**src/bspt_pkg.sv**
```systemverilog
// package: modes, control fields and timing constants for the backplane port timing block
package bspt_pkg;

  // port generation
  typedef enum logic [0:0] {
    BSPT_GEN_ONE = 1'b0,
    BSPT_GEN_TWO = 1'b1
  } bspt_gen_t;

  // application of the access
  typedef enum logic [1:0] {
    BSPT_APP_LTS = 2'b00,
    BSPT_APP_LTT = 2'b01,
    BSPT_APP_NT  = 2'b10,
    BSPT_APP_TE  = 2'b11
  } bspt_app_t;

  // serial port control word as written by the host
  typedef struct packed {
    logic       timing_mode;   // first generation: 0 clock, 1 delayed sync
    logic       strobe1_b2;    // first generation te: frame_sync_one marks b2
    logic       strobe2_b2;    // first generation te: frame_sync_two marks b2
    logic [1:0] data_strobe_two_slot_a;   // data_strobe_two first slot (b1,b2,ic1,ic2)
    logic [1:0] data_strobe_two_slot_b;   // data_strobe_two second slot
    logic       data_strobe_two_two;      // data_strobe_two uses both slots
  } bspt_ctrl_t;

  // pin group driven by the block
  typedef struct packed {
    logic shared_clk;          // serial_clock_port_a / frame_sync_delayed / strobe / bit clock
    logic fsync1_o;
    logic fsync1_oe_n;
    logic fsync2_o;
    logic fsync2_oe_n;
    logic dcl_o;
    logic dcl_oe_n;
    logic rst_o;
    logic rst_oe_n;
  } bspt_pins_t;

  localparam bspt_ctrl_t BSPT_CTRL_RESET = '0;

  // timing
  localparam int BSPT_SYS_KHZ = 250000;
  localparam int BSPT_SSI_CLK_KHZ = 128;
  localparam int BSPT_TE_BCL_KHZ = 768;
  localparam int BSPT_TE_DCL_KHZ = 1536;
  localparam int BSPT_RST_MIN_DCL = 4;
  localparam int BSPT_RST_OUT_MS = 4;
  localparam int BSPT_RST_OUT_CYC = BSPT_RST_OUT_MS * BSPT_SYS_KHZ;
  // half periods in system cycles (longest times round down)
  localparam int BSPT_SSI_HALF = BSPT_SYS_KHZ / (2 * BSPT_SSI_CLK_KHZ);
  localparam int BSPT_DCL_HALF = BSPT_SYS_KHZ / (2 * BSPT_TE_DCL_KHZ);
  // frame layout in data clock periods
  localparam int BSPT_G1_FRAME_DCL = 64;   // 32 bits per 125 us frame at 512 kHz
  localparam int BSPT_G2_FRAME_DCL = 192;  // te: 96 bits per frame at 1536 kHz
  localparam int BSPT_SLOT_DCL = 16;       // one 8 bit channel
endpackage

```
**src/bspt_divider.sv**
```systemverilog
// divider: one-cycle enable pulse every div cycles
`timescale 1ns/1ps
module bspt_divider #(
  parameter int WIDTH = 16
) (
  input wire logic clk_sys,
  input wire logic arst_n,
  input wire logic run,
  input wire logic [WIDTH-1:0] div,
  output logic tick
);
  logic [WIDTH-1:0] cnt_reg;
  logic [WIDTH-1:0] cnt_next;
  logic tick_next;

  initial begin
    if (WIDTH < 2) $error("bspt_divider: width too small");
  end

  // wrap at div-1, held at zero while stopped
  assign tick_next = run && (cnt_reg >= div - WIDTH'(1));
  assign cnt_next = (!run || tick_next) ? '0 : cnt_reg + WIDTH'(1);

  // counter and registered tick
  always_ff @(posedge clk_sys or negedge arst_n) begin
    if (!arst_n) begin
      cnt_reg <= '0;
      tick <= 1'b0;
    end else begin
      cnt_reg <= cnt_next;
      tick <= tick_next;
    end
  end
endmodule // bspt_divider

```
**src/bspt_timing.sv**
```systemverilog
// backplane serial port timing: clocks, frame syncs and strobes
`timescale 1ns/1ps
module bspt_timing #(
  parameter int RST_OUT_CYC = bspt_pkg::BSPT_RST_OUT_CYC
) (
  input wire logic clk_sys,
  input wire logic arst_n,
  input wire bspt_pkg::bspt_gen_t gen,
  input wire bspt_pkg::bspt_app_t app,
  input wire logic ctrl_we,
  input wire bspt_pkg::bspt_ctrl_t ctrl_wdata,
  input wire logic te_func_en,
  input wire logic rst_req,
  input wire logic dcl_i,
  input wire logic fsync1_i,
  input wire logic fsync2_i,
  input wire logic rst_i,
  output bspt_pkg::bspt_pins_t pins,
  output logic frame_start,
  output logic port_reset
);
  localparam int FW = 8;

  initial begin
    if (RST_OUT_CYC < 1) $error("bspt_timing: reset pulse length too small");
  end

  // two-flop synchronisers for pin inputs
  // every pin is async to clk_sys; the link clock is slow against it, so the
  // two cycles of extra latency only shift edges and never lose one
  logic [3:0] sync1_reg;
  logic [3:0] sync2_reg;
  wire dcl_s = sync2_reg[0];
  wire fs1_s = sync2_reg[1];
  wire fs2_s = sync2_reg[2];
  wire rst_s = sync2_reg[3];
  always_ff @(posedge clk_sys or negedge arst_n) begin
    if (!arst_n) begin
      sync1_reg <= '0;
      sync2_reg <= '0;
    end else begin
      sync1_reg <= {rst_i, fsync2_i, fsync1_i, dcl_i};
      sync2_reg <= sync1_reg;
    end
  end

  // mode decoding
  wire te = (app == bspt_pkg::BSPT_APP_TE);
  wire g2 = (gen == bspt_pkg::BSPT_GEN_TWO);

  // control register, written by the host
  // a write during port reset is dropped: the clear must win over the host
  bspt_pkg::bspt_ctrl_t ctrl_reg;
  logic written_reg;
  always_ff @(posedge clk_sys or negedge arst_n) begin
    if (!arst_n) begin
      ctrl_reg <= bspt_pkg::BSPT_CTRL_RESET;
      written_reg <= 1'b0;
    end else if (port_reset) begin
      ctrl_reg <= bspt_pkg::BSPT_CTRL_RESET;
      written_reg <= 1'b0;
    end else if (ctrl_we) begin
      ctrl_reg <= ctrl_wdata;
      written_reg <= 1'b1;
    end
  end

  // data clock edge detect on the synced pin
  // a pin already high at reset release reads as one early edge; harmless,
  // the frame position realigns on the next far sync
  logic dcl_d_reg;
  wire dcl_rise = dcl_s && !dcl_d_reg;
  // reset out pulse timer for terminal functions
  logic [31:0] rst_out_reg;
  wire rst_out_act = (rst_out_reg != 32'h0);
  always_ff @(posedge clk_sys or negedge arst_n) begin
    if (!arst_n) begin
      dcl_d_reg <= 1'b0;
      rst_out_reg <= 32'h0;
      port_reset <= 1'b0;
    end else begin
      dcl_d_reg <= dcl_s;
      // any high level resets; the four-period minimum is on the driver
      port_reset <= rst_s;
      if (te_func_en && rst_req && !rst_out_act)
        rst_out_reg <= 32'(RST_OUT_CYC);
      else if (rst_out_act)
        rst_out_reg <= rst_out_reg - 32'h1;
    end
  end

  // local data clock for te: 1536 kHz, twice the 768 kHz bit clock
  logic dcl_tick;
  logic dcl_loc_reg;
  bspt_divider #(.WIDTH(16)) u_dcl_div (
    .clk_sys(clk_sys),
    .arst_n(arst_n),
    .run(te),
    .div(16'(bspt_pkg::BSPT_DCL_HALF)),
    .tick(dcl_tick)
  );

  // first generation serial clock at 128 kHz
  // tick period is div cycles; the toggle below halves the rate again
  logic ssi_tick;
  logic ssi_clk_reg;
  bspt_divider #(.WIDTH(16)) u_ssi_div (
    .clk_sys(clk_sys),
    .arst_n(arst_n),
    .run(!g2),
    .div(16'(bspt_pkg::BSPT_SSI_HALF)),
    .tick(ssi_tick)
  );

  // data clock edges: own clock in te, pin clock otherwise
  wire dcl_edge = te ? (dcl_tick && !dcl_loc_reg) : dcl_rise;
  // frame counter in data clock periods; restarts on external sync
  // te keeps its own frame; network modes obey the far side's sync
  logic [FW-1:0] pos_reg;
  logic fs_d_reg;
  wire [FW-1:0] frame_len = g2 ? FW'(bspt_pkg::BSPT_G2_FRAME_DCL)
                               : FW'(bspt_pkg::BSPT_G1_FRAME_DCL);
  wire ext_fs = fs1_s || fs2_s;
  wire ext_fs_rise = !te && ext_fs && !fs_d_reg;
  wire [FW-1:0] pos_next = ext_fs_rise ? '0 :
    (pos_reg >= frame_len - FW'(1)) ? '0 : pos_reg + FW'(1);
  always_ff @(posedge clk_sys or negedge arst_n) begin
    if (!arst_n) begin
      dcl_loc_reg <= 1'b0;
      ssi_clk_reg <= 1'b0;
      pos_reg <= '0;
      fs_d_reg <= 1'b0;
      frame_start <= 1'b0;
    end else begin
      fs_d_reg <= ext_fs;
      if (dcl_tick)
        dcl_loc_reg <= !dcl_loc_reg;
      if (ssi_tick)
        ssi_clk_reg <= !ssi_clk_reg;
      if (dcl_edge || ext_fs_rise)
        pos_reg <= pos_next;
      // pulse only when the position enters zero; an aligned sync lands on an
      // already wrapped frame and must not give a second pulse
      frame_start <= (dcl_edge || ext_fs_rise) && (pos_next == '0) && (pos_reg != '0);
    end
  end

  // slot decoding: 16 data clocks per 8 bit channel
  function automatic logic in_slot(input logic [FW-1:0] p, input logic [1:0] s);
    logic [FW-1:0] base;
    base = FW'(s) * FW'(bspt_pkg::BSPT_SLOT_DCL);
    // slot order b1, b2, two channels skipped from monitor on, ic1, ic2 in gen two
    if (s[1])
      base = base + FW'(2 * bspt_pkg::BSPT_SLOT_DCL);
    in_slot = (p >= base) && (p < base + FW'(bspt_pkg::BSPT_SLOT_DCL));
  endfunction

  wire b1_slot = in_slot(pos_reg, 2'h0);
  wire b2_slot = in_slot(pos_reg, 2'h1);
  wire data_strobe_two = in_slot(pos_reg, ctrl_reg.data_strobe_two_slot_a) ||
              (ctrl_reg.data_strobe_two_two && in_slot(pos_reg, ctrl_reg.data_strobe_two_slot_b));
  // delayed sync: high during the second eighth of the frame
  wire frame_sync_delayed = (pos_reg >= FW'(bspt_pkg::BSPT_G1_FRAME_DCL / 8)) &&
             (pos_reg < FW'(bspt_pkg::BSPT_G1_FRAME_DCL / 4));

  // bit clock for te gen two, toggled in the pin process below
  logic bcl_reg;
  wire dcl_edge_half = bcl_reg;
  // shared clock pin selection
  wire shared_g1 = ctrl_reg.timing_mode ? frame_sync_delayed : ssi_clk_reg;
  wire shared_g2 = te ? dcl_edge_half : data_strobe_two;
  wire shared_sel = written_reg && (g2 ? shared_g2 : shared_g1);
  // frame sync outputs in te
  // gen two te sync spans channels 0 and 1, two slots of 16 data clocks each
  wire fs1_val = g2 ? (pos_reg < FW'(2 * bspt_pkg::BSPT_SLOT_DCL))
                    : (ctrl_reg.strobe1_b2 ? b2_slot : b1_slot);
  wire fs2_val = ctrl_reg.strobe2_b2 ? b2_slot : b1_slot;

  // registered pin drivers; enables are active low while driving
  // enables are registered too, so a pin and its enable switch on one edge
  always_ff @(posedge clk_sys or negedge arst_n) begin
    if (!arst_n) begin
      bcl_reg <= 1'b0;
      pins <= '{shared_clk: 1'b0, fsync1_o: 1'b0, fsync1_oe_n: 1'b1,
                fsync2_o: 1'b0, fsync2_oe_n: 1'b1, dcl_o: 1'b0, dcl_oe_n: 1'b1,
                rst_o: 1'b0, rst_oe_n: 1'b1};
    end else begin
      // bit clock toggles on each data clock rising edge: half its rate
      if (dcl_edge)
        bcl_reg <= !bcl_reg;
      pins.shared_clk <= shared_sel;
      pins.fsync1_o <= te && written_reg && fs1_val;
      pins.fsync1_oe_n <= !te;
      pins.fsync2_o <= te && !g2 && written_reg && fs2_val;
      pins.fsync2_oe_n <= !(te && !g2);
      pins.dcl_o <= dcl_loc_reg;
      pins.dcl_oe_n <= !te;
      pins.rst_o <= rst_out_act;
      pins.rst_oe_n <= !rst_out_act;
    end
  end
endmodule // bspt_timing

```
**config.mk**
```make
export PLATFORM = sky130hd
export DESIGN_NAME = bspt_timing
export DESIGN_NICKNAME = d
export VERILOG_FILES = /design/src/bspt_pkg.sv /design/src/bspt_divider.sv /design/src/bspt_timing.sv
export SDC_FILE = /design/constraint.sdc
export NUM_CORES = 1
export LEC_CHECK = 0
export ABC_AREA = 1
export BUFFER_PORTS_ARGS = -buffer_cell sky130_fd_sc_hd__buf_2
export CELL_PAD_IN_SITES_DETAIL_PLACEMENT = 1
export CELL_PAD_IN_SITES_GLOBAL_PLACEMENT = 2
export CORE_AREA = 8 8 145 147
export CTS_BUF_LIST = sky130_fd_sc_hd__clkbuf_4 sky130_fd_sc_hd__clkbuf_8
export CTS_CLUSTER_DIAMETER = 150
export DETAILED_ROUTE_END_ITERATION = 7
export DIE_AREA = 0 0 153 155
export PLACE_DENSITY_LB_ADDON = 0.1
export SLEW_MARGIN = 40
export SYNTH_ARGS = -nofsm -noshare
export SYNTH_HDL_FRONTEND = slang
export SYNTH_HIERARCHICAL = 1
export SYNTH_SLANG_ARGS = --single-unit
```
**constraint.sdc**
```tcl
create_clock -name clk_sys -period 2 [get_ports clk_sys]
set_clock_uncertainty 0.2 [all_clocks]
set_input_delay 0.4 -clock clk_sys [delete_from_list [all_inputs] [get_ports clk_sys]]
set_output_delay 0.4 -clock clk_sys [all_outputs]
set_load 0.05 [all_outputs]
```
Word-level counts from Yosys, hierarchy flattened

Cells that the tools add are included.

Add/sub/neg operators: 9
Multipliers: 0
Div/mod/pow operators: 0
$lt $le $gt $ge: 12
Equality and inequality tests: 1
Shifts and indexed selects: 0
Muxes and demuxes: 20
Bitwise gates (word level): 0
Reductions and logical operators: 41

Operators with widths:

| kind                  | count |
|---|---|
| $mux 32               | 2 |
| $mux 8                | 6 |
| $add 16x1->16 const B | 2 |
| $mux 16               | 2 |
| $reduce_bool 32->1    | 1 |
| $sub 32x1->32 const B | 1 |
| $ge 8x8->1            | 3 |
| $logic_and 1x1->1     | 22 |
| $add 8x5->8 const B   | 2 |
| $ge 16x10->1 const B  | 1 |
| $ge 16x7->1 const B   | 1 |
| $lt 8x8->1            | 2 |
| $add 6x6->7 const B   | 2 |
| $logic_not 1->1       | 9 |
| $mux 1                | 9 |
| $add 8x1->8 const B   | 1 |
| $ge 8x1->1 const B    | 1 |
| $ge 8x4->1 const B    | 1 |
| $ge 8x5->1 const B    | 1 |
| $logic_not 8->1       | 1 |
| $lt 8x5->1 const B    | 1 |
| $lt 8x6->1 const B    | 1 |
| $reduce_bool 8->1     | 1 |
| $sub 8x1->8 const B   | 1 |
| 4 further kinds       | 9 |

Bits in registers: 106
Latch bits: 0
Bits in writable memories: 0
ROM bits: 0
Input bits: 20
Output and inout bits: 11
Logic and storage cells: 113
Memories: 0

Longest topological paths before layout

Gate-level depths: netlist of run 1.

Depth in word-level cells: 10
Gate-level depth with buffers: 18
Depth with buffers taken out: 17

Hierarchy

The synthesis of run 1 kept the hierarchy.

By module, submodules not included:

| module                    | instances | cells each | area an instance (µm²) | seq. area each (µm²) |
|---|---|---|---|---|
| bspt_timing               | 1         | 495        | 3991.3                 | 1805.5 |
| bspt_divider at u_ssi_div | 1         | 215        | 1575.3                 | 425.4 |
| bspt_divider at u_dcl_div | 1         | 206        | 1560.2                 | 425.4 |

Worst setup path before layout of run 1

OpenSTA, ideal clock, no wires.

Path kind: input port to flip-flop
Start point: input gen
End point: register frame_start
Data arrival time: 1513 ps
Data required time: 1678 ps
Slack: 165 ps
Stages: 8
Cell sequence: inv_1 ha_1 a21oi_1 nand2_1 nor2_2 o21ai_0 nand2_1 nor3_1

Cells in the longest elaborated chain, start to end: 8

RTL lines:

| element                         | line               | RTL |
|---|---|---|
| start, declared                 | bspt_timing.sv:8   | `input wire bspt_pkg::bspt_gen_t gen,` |
| $mux 8                          | bspt_timing.sv:121 | `wire [FW-1:0] frame_len = g2 ? FW'(bspt_pkg::BSPT_G2_FRAME_DCL)` |
| $sub 8x1->8                     | bspt_timing.sv:126 | `(pos_reg >= frame_len - FW'(1)) ? '0 : pos_reg + FW'(1);` |
| $ge 8x8->1                      | bspt_timing.sv:126 |  |
| $mux 8                          | bspt_timing.sv:126 |  |
| $mux 8                          | bspt_timing.sv:125 | `wire [FW-1:0] pos_next = ext_fs_rise ? '0 :` |
| $logic_not 8->1                 | bspt_timing.sv:144 | `frame_start <= (dcl_edge \|\| ext_fs_rise) && (pos_next == '0) && (pos_reg != '0);` |
| $logic_and 1x1->1 (2 in series) | bspt_timing.sv:144 |  |
| end signal, assigned            | bspt_timing.sv:144 |  |
| end, declared                   | bspt_timing.sv:19  | `output logic frame_start,` |

No other way between the ends.
A chain may end at the register's enable or synchronous reset.

Final worst setup path of run 1

Start point: register pos_reg[7]
End point: register pos_reg[7]

Cells in the longest elaborated chain, start to end: 3

RTL lines:

| element                                          | line               | RTL |
|---|---|---|
| start, declared                                  | bspt_timing.sv:119 | `logic [FW-1:0] pos_reg;` |
| start signal, assigned                           | bspt_timing.sv:141 | `pos_reg <= pos_next;` |
| $add 8x1->8 / $ge 8x8->1 (equally long branches) | bspt_timing.sv:126 |  |
| $mux 8 *                                         | bspt_timing.sv:126 |  |
| $mux 8 *                                         | bspt_timing.sv:125 |  |

Every way passes the cells marked *; elsewhere a longest branch is shown, timed or not.

==> flow_metrics.tcl, run 1 <==
set metrics [dict create \
    outcome "finished clean" \
    ant_nets 0 \
    synth_edf_count 0 \
    wl_per_cell_um 13.42 \
    crit_buf_inv 1 \
    num_vias 6040 \
    async_flop_share 1.000 \
    nets 1144 \
    synth.avg_cell_area_um2 7.780 \
    initial_core_util 0.3760 \
    ctsLongestPathBuffers 2 \
    grt_max_degree 32 \
    r2r_setup_slack_ps 110 \
    cp-startpoint "pos_reg[7]" \
    min_period_ps 1892 \
    reg2reg_depth 7 \
    fin_cells 1318 \
    area_growth_syn_to_layout_pct 19.22 \
    syn_inst 916 \
    power.leakage_nw 4.239 \
    grt_usage 0.1558 \
    path_delay_family "flip-flops" \
    cts-buffers-inserted 9 \
    gp_congestion 0.7983 \
    cp-end-kind "register" \
    port_buffers 30 \
    row_count 51 \
    dr.pass1.iters 4 \
    worstPathMaxFanout 6 \
    die_w_um 153 \
    cp_num_cells 7 \
    cts_tree "yes" \
    diodes 0 \
    grt_pass1_wl_um 30330 \
    r2r-start "pos_reg[7]" \
    path_cells "ha_1 -> a21oi_1 -> nand2_1 -> nor2_2 -> buf_4 -> nand4_1 -> o21ai_0" \
    maxSlewViolCount 0 \
    finalCritPeriodShare 0.9460 \
    final_common_cell "nand2_1" \
    critPathKind "reg2reg" \
    dp.final_hpwl_um 13980 \
    drive_gt1_frac 0.1583 \
    clkTransAtPathRegs_ps 110 \
    cts_root_buf "clkbuf_8" \
    final_cell_mix "nand2_1 (184), nor2_1 (138), inv_1 (115)" \
    synth.distinct_cells 38 \
    fin_area_um2 8497 \
    clk_latency_ps 390 \
    crit_end "pos_reg[7]" \
    grt_pass1_vias 6360 \
    dp.cells 1293 \
    reg2reg_to "pos_reg[7]" \
    pin_count 31 \
    timing.final.hold_violations 0 \
    cts.htree.levels 3 \
    cp_data_required_time_ps 2110 \
    synthFlopType "dfrtp_1" \
    hp-class "in2reg" \
    drtIter0Drc 170 \
    max-cap-violations 0 \
    ir_drop_uv 299.1 \
    core_um2 18950 \
    synth-warning-count 6 \
    fmax_mhz 528.5 \
    ys_seq_area_frac 0.3727 \
    antenna_found_initial 0 \
    setup_viol 0 \
    syn-cell-area_um2 7127 \
    cts.sink_count 106 \
    post_dp_cell_area_um2 8115 \
    start_kind "register" \
    cp.arrival_ps 2010 \
    slowest_stage "dfrtp_2" \
    die_y_um 155 \
    largest_reg_flops 32 \
    dieArea_um2 23720 \
    viasPerCell 4.583 \
    cp_slowest_stage_delay_ps 470 \
    overflow 0 \
    drcViolationCount 0 \
    drt-total-wl_um 17680 \
    p_per_area_nw_per_um2 572.1 \
    synth_seq_cells 106 \
]
## worst min-delay path by stage
stage | cells after the start | to | from | slack (ps)
6_report | 2 | pins[6] | app[1] | 20
5_1_grt | 2 | pins[6] | app[1] | 30
4_1_cts | 2 | pins[6] | app[1] | 20
3_5_place_dp | 0 | sync2_reg[1] | sync1_reg[1] | 140
3_3_place_gp | 0 | sync2_reg[1] | sync1_reg[1] | 130
2_1_floorplan | 0 | bcl_reg | arst_n | -100
## cell usage after synthesis (all sizes together), types with 16 or more instances
cell type    n  area share
ha          49       0.086
inv        119       0.063
nand2      199        0.11
nor2       188        0.12
xnor2       16       0.020
nand4       18       0.016
a21oi       18       0.013
xor2        53       0.065
dfrtp      103        0.36
nor3        19       0.019
nand3       68       0.057
o21ai       27       0.019
## cell type report
class	count	area, um2
inverter	119	446.7
multi-input combinational	772	4354
sequential	106	2658
clock buffer	9	123.9
timing repair buffer	67	493.0
fill	2420	10460
tap	238	297.8
clock inverter	7	123.9
## per-layer routing
metal | wire length (um) | global-route usage | vias up | part of all wire
met5 | 0 | 0 | - | 0
met4 | 190 | 0.03864 | 0 | 0.011
met3 | 324 | 0.02635 | 10 | 0.018
met2 | 8651 | 0.2715 | 40 | 0.49
met1 | 8517 | 0.1976 | 2865 | 0.48
li1 | - | - | 3125 | -
## metrics by stage
step           setup TNS (ps)  utilization  hold slack [ps]  setup slack (ps)  power [mW]
3_3_place_gp                0       0.4282            132.5             33.90       3.211
2_1_floorplan               0            -           -95.59             164.8       2.956
6_report                    0       0.4483            21.46             108.0       4.861
3_5_place_dp                0       0.4282            143.2             5.401       3.231
4_1_cts                     0       0.4439            15.55             33.90       4.925
5_1_grt               -0.4396       0.4483            27.16           -0.4396       5.151
## worst reg2reg max path: stages (launching register included)
cell and delay (ps):
dfrtp_2 470, ha_1 310, a21oi_1 210, nand2_1 100, nor2_2 180, buf_4 180
nand4_1 80, o21ai_0 90
## power breakdown
part	total [mW]	leakage [nW]	internal (mW)	switching [mW]
Combinational	0.834	2.75	0.302	0.533
Clock	1.65	0.120	0.843	0.810
Sequential	2.37	1.37	2.26	0.113
Total	4.86	4.24	3.41	1.46
## cells by family (layout without fill, tap and decap cells)
group           Yosys count  in the layout  share of synthesized area
other cells               2             89                   0.001054
xor+xnor                 69             69                    0.08480
compound gates           62             62                    0.05021
simple gates            501            503                     0.3336
flops                   106            106                     0.3727
buf+inv                 127            202                    0.07163
fa+ha+maj                49             49                    0.08603
## what timing repair did
action	in CTS	in global routing
endpoints found under the setup margin	0	57
hold buffers	5	0
gates resized for setup	0	12
buffers inserted	0	2
hold endpoints to repair	29	0
Power figures use the tool's default switching activity.
==> run 2, diff against run 1 <==
Settings changed: CTS_CLUSTER_DIAMETER 150 to 50, SETUP_SLACK_MARGIN from default to 0.5.
==> run 2 against run 1 <==
  * Sequential share of layout area decreased by 5.1 points
  * First-iteration DRC count increased by 21%
  * Via count increased by 9.1%
  * Sequential power about the same
  * Final area increased by 20%
  * Routed wire length increased by 16%
  * Largest cell class unchanged
==> flow_metrics.tcl, run 2 (synthesis gave the netlist of run 1 again) <==
set metrics [dict create \
    outcome "finished clean" \
    fin_area_um2 10220 \
    overflow 0 \
    port_buffers 30 \
    p_per_area_nw_per_um2 500.1 \
    pre_cts_ws_ps 50.28 \
    num_vias 6589 \
    fmax_mhz 525.5 \
    cts_root_buf "clkbuf_8" \
    cts.sink_count 106 \
    drt-total-wl_um 20570 \
    core_um2 18950 \
    pin_count 31 \
    die_w_um 153 \
    grt_pass1_wl_um 33460 \
    min_period_ps 1903 \
    die_y_um 155 \
    timing.final.hold_violations 0 \
    setup_viol 0 \
    grt_pass1_vias 6844 \
    drcViolationCount 0 \
    cts-buffers-inserted 9 \
    cts.htree.levels 3 \
    final_common_cell "nand2_1" \
    diodes 0 \
    antenna_found_initial 0 \
    start_kind "register" \
    final_cell_mix "nand2_1 (157), inv_1 (101), buf_4 (90)" \
    maxSlewViolCount 0 \
    worst_slack_ps 96.91 \
    grt_setup_unrepaired "yes" \
    hp-class "in2reg" \
    final.setup.tns_ps 0 \
    power.leakage_nw 4.797 \
    cts_tree "yes" \
    cp_data_required_time_ps 2080 \
    area_growth_syn_to_layout_pct 43.35 \
    final_core_util 0.5391 \
    ctsLongestPathBuffers 2 \
    initial_core_util 0.3760 \
    cp-end-kind "register" \
    nets 1229 \
    row_count 51 \
    gp_congestion 0.7955 \
    grt_usage 0.1718 \
    drtIter0Drc 206 \
    ir_drop_uv 277.0 \
    worstPathMaxFanout 6 \
    grt_max_degree 61 \
    dp.final_hpwl_um 13450 \
    dr.pass1.iters 4 \
    power.total_mw 5.109 \
    cp.arrival_ps 1980 \
    dieArea_um2 23720 \
    viasPerCell 4.696 \
    ant_nets 0 \
    clk_latency_ps 390 \
    finalCritPeriodShare 0.9515 \
    wl_per_cell_um 14.66 \
    critPathKind "reg2reg" \
    clkTransAtPathRegs_ps 120 \
    drive_gt1_frac 0.3554 \
    max-cap-violations 0 \
    largest_reg_flops 32 \
    fill_cells 2265 \
    post_dp_cell_area_um2 8173 \
]
[run 2: worst paths after layout]
kind	from	to	slack (ps)	depth (start not counted)
max in group asynchronous	arst_n	pins[0]	920	3
hold reg to reg	sync1_reg[2]	sync2_reg[2]	160	0
setup reg to reg	rst_out_reg[28]	rst_out_reg[13]	100	9
min in group asynchronous	arst_n	pins[5]	330	3
setup / recovery	rst_out_reg[28]	rst_out_reg[13]	100	9
hold / removal	ctrl_wdata[0]	ctrl_reg[0]	40	3
[run 2: cell type report]
| type | count | area (um2) | share of cell area |
|---|---|---|---|
| multi-input combinational | 771 | 5165 | 0.5056 |
| sequential | 106 | 2676 | 0.2620 |
| timing repair buffer | 153 | 1398 | 0.1368 |
| inverter | 119 | 471.7 | 0.04617 |
| tap | 238 | 297.8 | 0.02915 |
| clock buffer | 9 | 123.9 | 0.01213 |
| clock inverter | 7 | 83.83 | 0.008206 |
[run 2: power by group]
group	internal (mW)	switching (mW)	leakage, nW
clock	0.602	0.857	0.102
combinational	0.552	0.715	3.35
sequential	2.26	0.120	1.35
[run 2: what timing repair did]
item | CTS | global route
resized for setup | 145 | 99
hold endpoints to repair | 107 | 0
cloned | 3 | 1
hold buffers | 5 | 0
pin swaps | 47 | 61
setup endpoints to repair | 91 | 97
buffers inserted | 71 | 29
[run 2: metrics by stage]
step	hold slack (ps)	instances
after global placement	132.2	1278
final	44.05	1403
after detailed placement	137.9	1278
after global routing	24.11	1403
after CTS	17.99	1373
after floorplan	-95.59	1003
[run 2: worst max-delay path: stages, from the launching register on]
cell,delay [ps]
dfrtp_1,460
nor2_4,160
inv_2,60
nor3_4,190
nand3_4,140
nor3_4,160
buf_6,140
buf_12,90
buf_12,130
nor3_2,40
[run 2: metal layers]
metal / track usage / wire, um / vias to the layer above
met1: 0.2127 / 9239 / 3190
met4: 0.04713 / 352 / 0
met2: 0.3065 / 10530 / 65
met5: 0 / 0 / -
met3: 0.02580 / 444 / 26
li1: - / - / 3308
==> run 3, diff against run 2 <==
Settings changed: BUFFER_PORTS_ARGS -buffer_cell sky130_fd_sc_hd__buf_2 to default, CORE_AREA 8 8 145 147 to 8 8 124 126, DIE_AREA 0 0 153 155 to 0 0 132 134, DONT_BUFFER_PORTS from default to 1, SYNTH_HIERARCHICAL 1 to default.
==> run 3 against run 2 <==
  * The run now ends with negative hold slack left
  * Clock-buffer cell count up 2
  * Routed wire length decreased by 15%
  * Cell count down 32%
  * Utilization is 2.7 points higher
  * Non-clock buffer count fell by 43
  * Register-to-register slack got worse by 20 ps
  * Critical path depth grew 1
  * Final area decreased by 25%
  * Critical path type unchanged
  * Worst hold slack lost 570 ps
==> flow_metrics.tcl, run 3 <==
set metrics [dict create \
    outcome "finished, violations left" \
    violations "negative hold slack" \
    cts-buffers-inserted 9 \
    dr.pass1.iters 4 \
    cp-end-kind "register" \
    synth-warning-count 0 \
    hp-class "in2async" \
    netlist.area_leader.share 0.4899 \
    fill_cells 1553 \
    area_growth_syn_to_layout_pct 45.28 \
    cts_root_buf "clkbuf_8" \
    cp_data_required_time_ps 2140 \
    finalCritPeriodShare 0.9592 \
    multiInputGateArea_um2 3171 \
    gp_congestion 0.8711 \
    num_vias 4784 \
    clk_latency_ps 400 \
    synth_edf_count 0 \
    pin_count 31 \
    grt_pass1_vias 5019 \
    synth_top_cell_by_area "dfrtp_1" \
    ctsLongestPathBuffers 2 \
    final_common_cell "nand2_1" \
    hold_buffers 14 \
    maxSlewViolCount 0 \
    grt_max_degree 107 \
    hold_ws_ps -522.8 \
    port_buffers 0 \
    dieArea_um2 17690 \
    cts_tree "yes" \
    p_per_area_nw_per_um2 1035 \
    min_period_ps 1918 \
    synthTopCellsByCount "nand2_1 (130), nor2_1 (126), dfrtp_1 (103), inv_1 (72), nand3_1 (51)" \
    initial_core_util 0.3896 \
    synth_seq_cells 106 \
    antenna_found_initial 0 \
    yosysMostFrequentCell "nand2_1" \
    row_count 43 \
    grt_setup_unrepaired "yes" \
    cp.arrival_ps 2060 \
    largest_reg_flops 32 \
    max-cap-violations 0 \
    drtIter0Drc 251 \
    syn_inst 637 \
    final_cell_mix "nand2_1 (103), dfrtp_1 (89), buf_4 (75)" \
    ys_seq_area_frac 0.5049 \
    setup_viol 0 \
    cts.htree.levels 3 \
    die_w_um 132 \
    nets 802 \
    core_um2 13500 \
    seqCellArea_um2 2678 \
    syn-cell-area_um2 5261 \
    synth.distinct_cells 35 \
    cts.sink_count 106 \
    synth.area.top_cells "dfrtp_1 (49%), nand2_1 (9.3%), nor2_1 (9.0%), inv_1 (5.1%), nand3_1 (4.9%)" \
    ant_nets 0 \
    ir_drop_uv 509.2 \
    overflow 0 \
    synthFlopType "dfrtp_1" \
    grt_pass1_wl_um 26040 \
    drt-total-wl_um 17560 \
    fin_cells 951 \
    critPathKind "reg2reg" \
    power.leakage_nw 3.449 \
    worstPathMaxFanout 7 \
    fmax_mhz 521.2 \
    dp.cells 840 \
    final.setup.tns_ps 0 \
    viasPerCell 5.030 \
    start_kind "register" \
    max_slew_margin 0.5956 \
    dp.final_hpwl_um 10050 \
    tightest_slew_ps 605.9 \
    clkTransAtPathRegs_ps 110 \
    timing.final.hold_violations 106 \
    wl_per_cell_um 18.46 \
    drive_gt1_frac 0.4150 \
    async_flop_share 1.000 \
    diodes 0 \
    power.total_mw 7.913 \
    drcViolationCount 0 \
    grt_usage 0.1854 \
    die_y_um 134 \
    synth.avg_cell_area_um2 8.259 \
]
[run 3: changes by cell type after synthesis, moves of 7 or more]
cell	change
nor2_1	-16
nand2_2	-10
nor2_2	-29
xor2_1	-39
ha_1	-33
nand3_1	-8
nand4_1	-7
o21ai_1	-7
nand2_1	-55
inv_1	-43
xnor2_1	-11
[run 3: worst paths after layout]
kind	slack, ps	to	startpoint	cells past startpoint
worst max-delay path	80	rst_out_reg[16]	rst_out_reg[18]	10
worst min-delay path	-520	pins[1]	arst_n	0
worst max register to register	80	rst_out_reg[16]	rst_out_reg[18]	10
worst min register to register	160	sync2_reg[2]	sync1_reg[2]	0
max in group asynchronous	1900	pins[4]	arst_n	0
min in group clk_sys	40	ctrl_reg[7]	ctrl_we	3
[run 3: kinds of logic (layout without fill, tap and decap cells)]
group	after synthesis	after routing	share of synthesized area
other	1	15	0.0007128
buffers and inverters	83	200	0.06873
AOI/OAI and AO/OA	52	52	0.05684
xor gates and xnor gates	19	19	0.03163
DFF	106	106	0.5049
and+or+nand+nor	360	363	0.2992
adders and majority gates	16	16	0.03805
[run 3: per-layer routing]
metal  vias to the layer above  track usage  part of all wire
li1                       2262            -                 -
met1                      2380       0.2300              0.43
met2                       100       0.3093              0.49
met3                        42      0.03515             0.037
met4                         0      0.08041             0.037
met5                         -            0                 0
[run 3: stage by stage]
stage / setup slack (ps) / utilization / cell area [um2]
2_1_floorplan: 354.0 / - / 5466
3_3_place_gp: 96.06 / 0.4269 / 5766
3_5_place_dp: 41.24 / 0.4269 / 5766
4_1_cts: 150.6 / 0.5086 / 6868
5_1_grt: 6.978 / 0.5660 / 7644
6_report: 81.50 / 0.5660 / 7644
[run 3: area by class of cell]
cell class,instances,share of cell area
Clock buffer,11,0.01981
Inverter,73,0.04076
Clock inverter,5,0.008676
Timing Repair inverter,1,0.001146
Timing Repair Buffer,110,0.1350
Sequential cell,106,0.3503
Multi-Input combinational cell,465,0.4148
Tap cell,180,0.02946
[run 3: timing repair]
| item | in CTS | in global routing |
|---|---|---|
| gates resized for setup | 112 | 120 |
| cloned | 5 | 3 |
| buffers inserted | 38 | 35 |
| endpoints found under the hold margin | 120 | 106 |
| setup endpoints to repair | 68 | 74 |
| pin swaps | 39 | 59 |
[run 3: critical path: stages (launching register included)]
cell and delay [ps]:
dfrtp_1 450, nor2_2 160, nand2_2 110, nor2_4 170, nand2_4 100, nor2_4 190
buf_12 130, nand2_8 100, inv_12 130, nor2_4 30, nor2_2 100
[run 3: report_power, final]
group / total [mW] / internal (mW) / leakage (nW) / switching (mW)
sequential: 2.96 / 2.49 / 1.33 / 0.469
clock: 1.49 / 0.666 / 0.108 / 0.829
combinational: 3.46 / 1.48 / 2.01 / 1.98
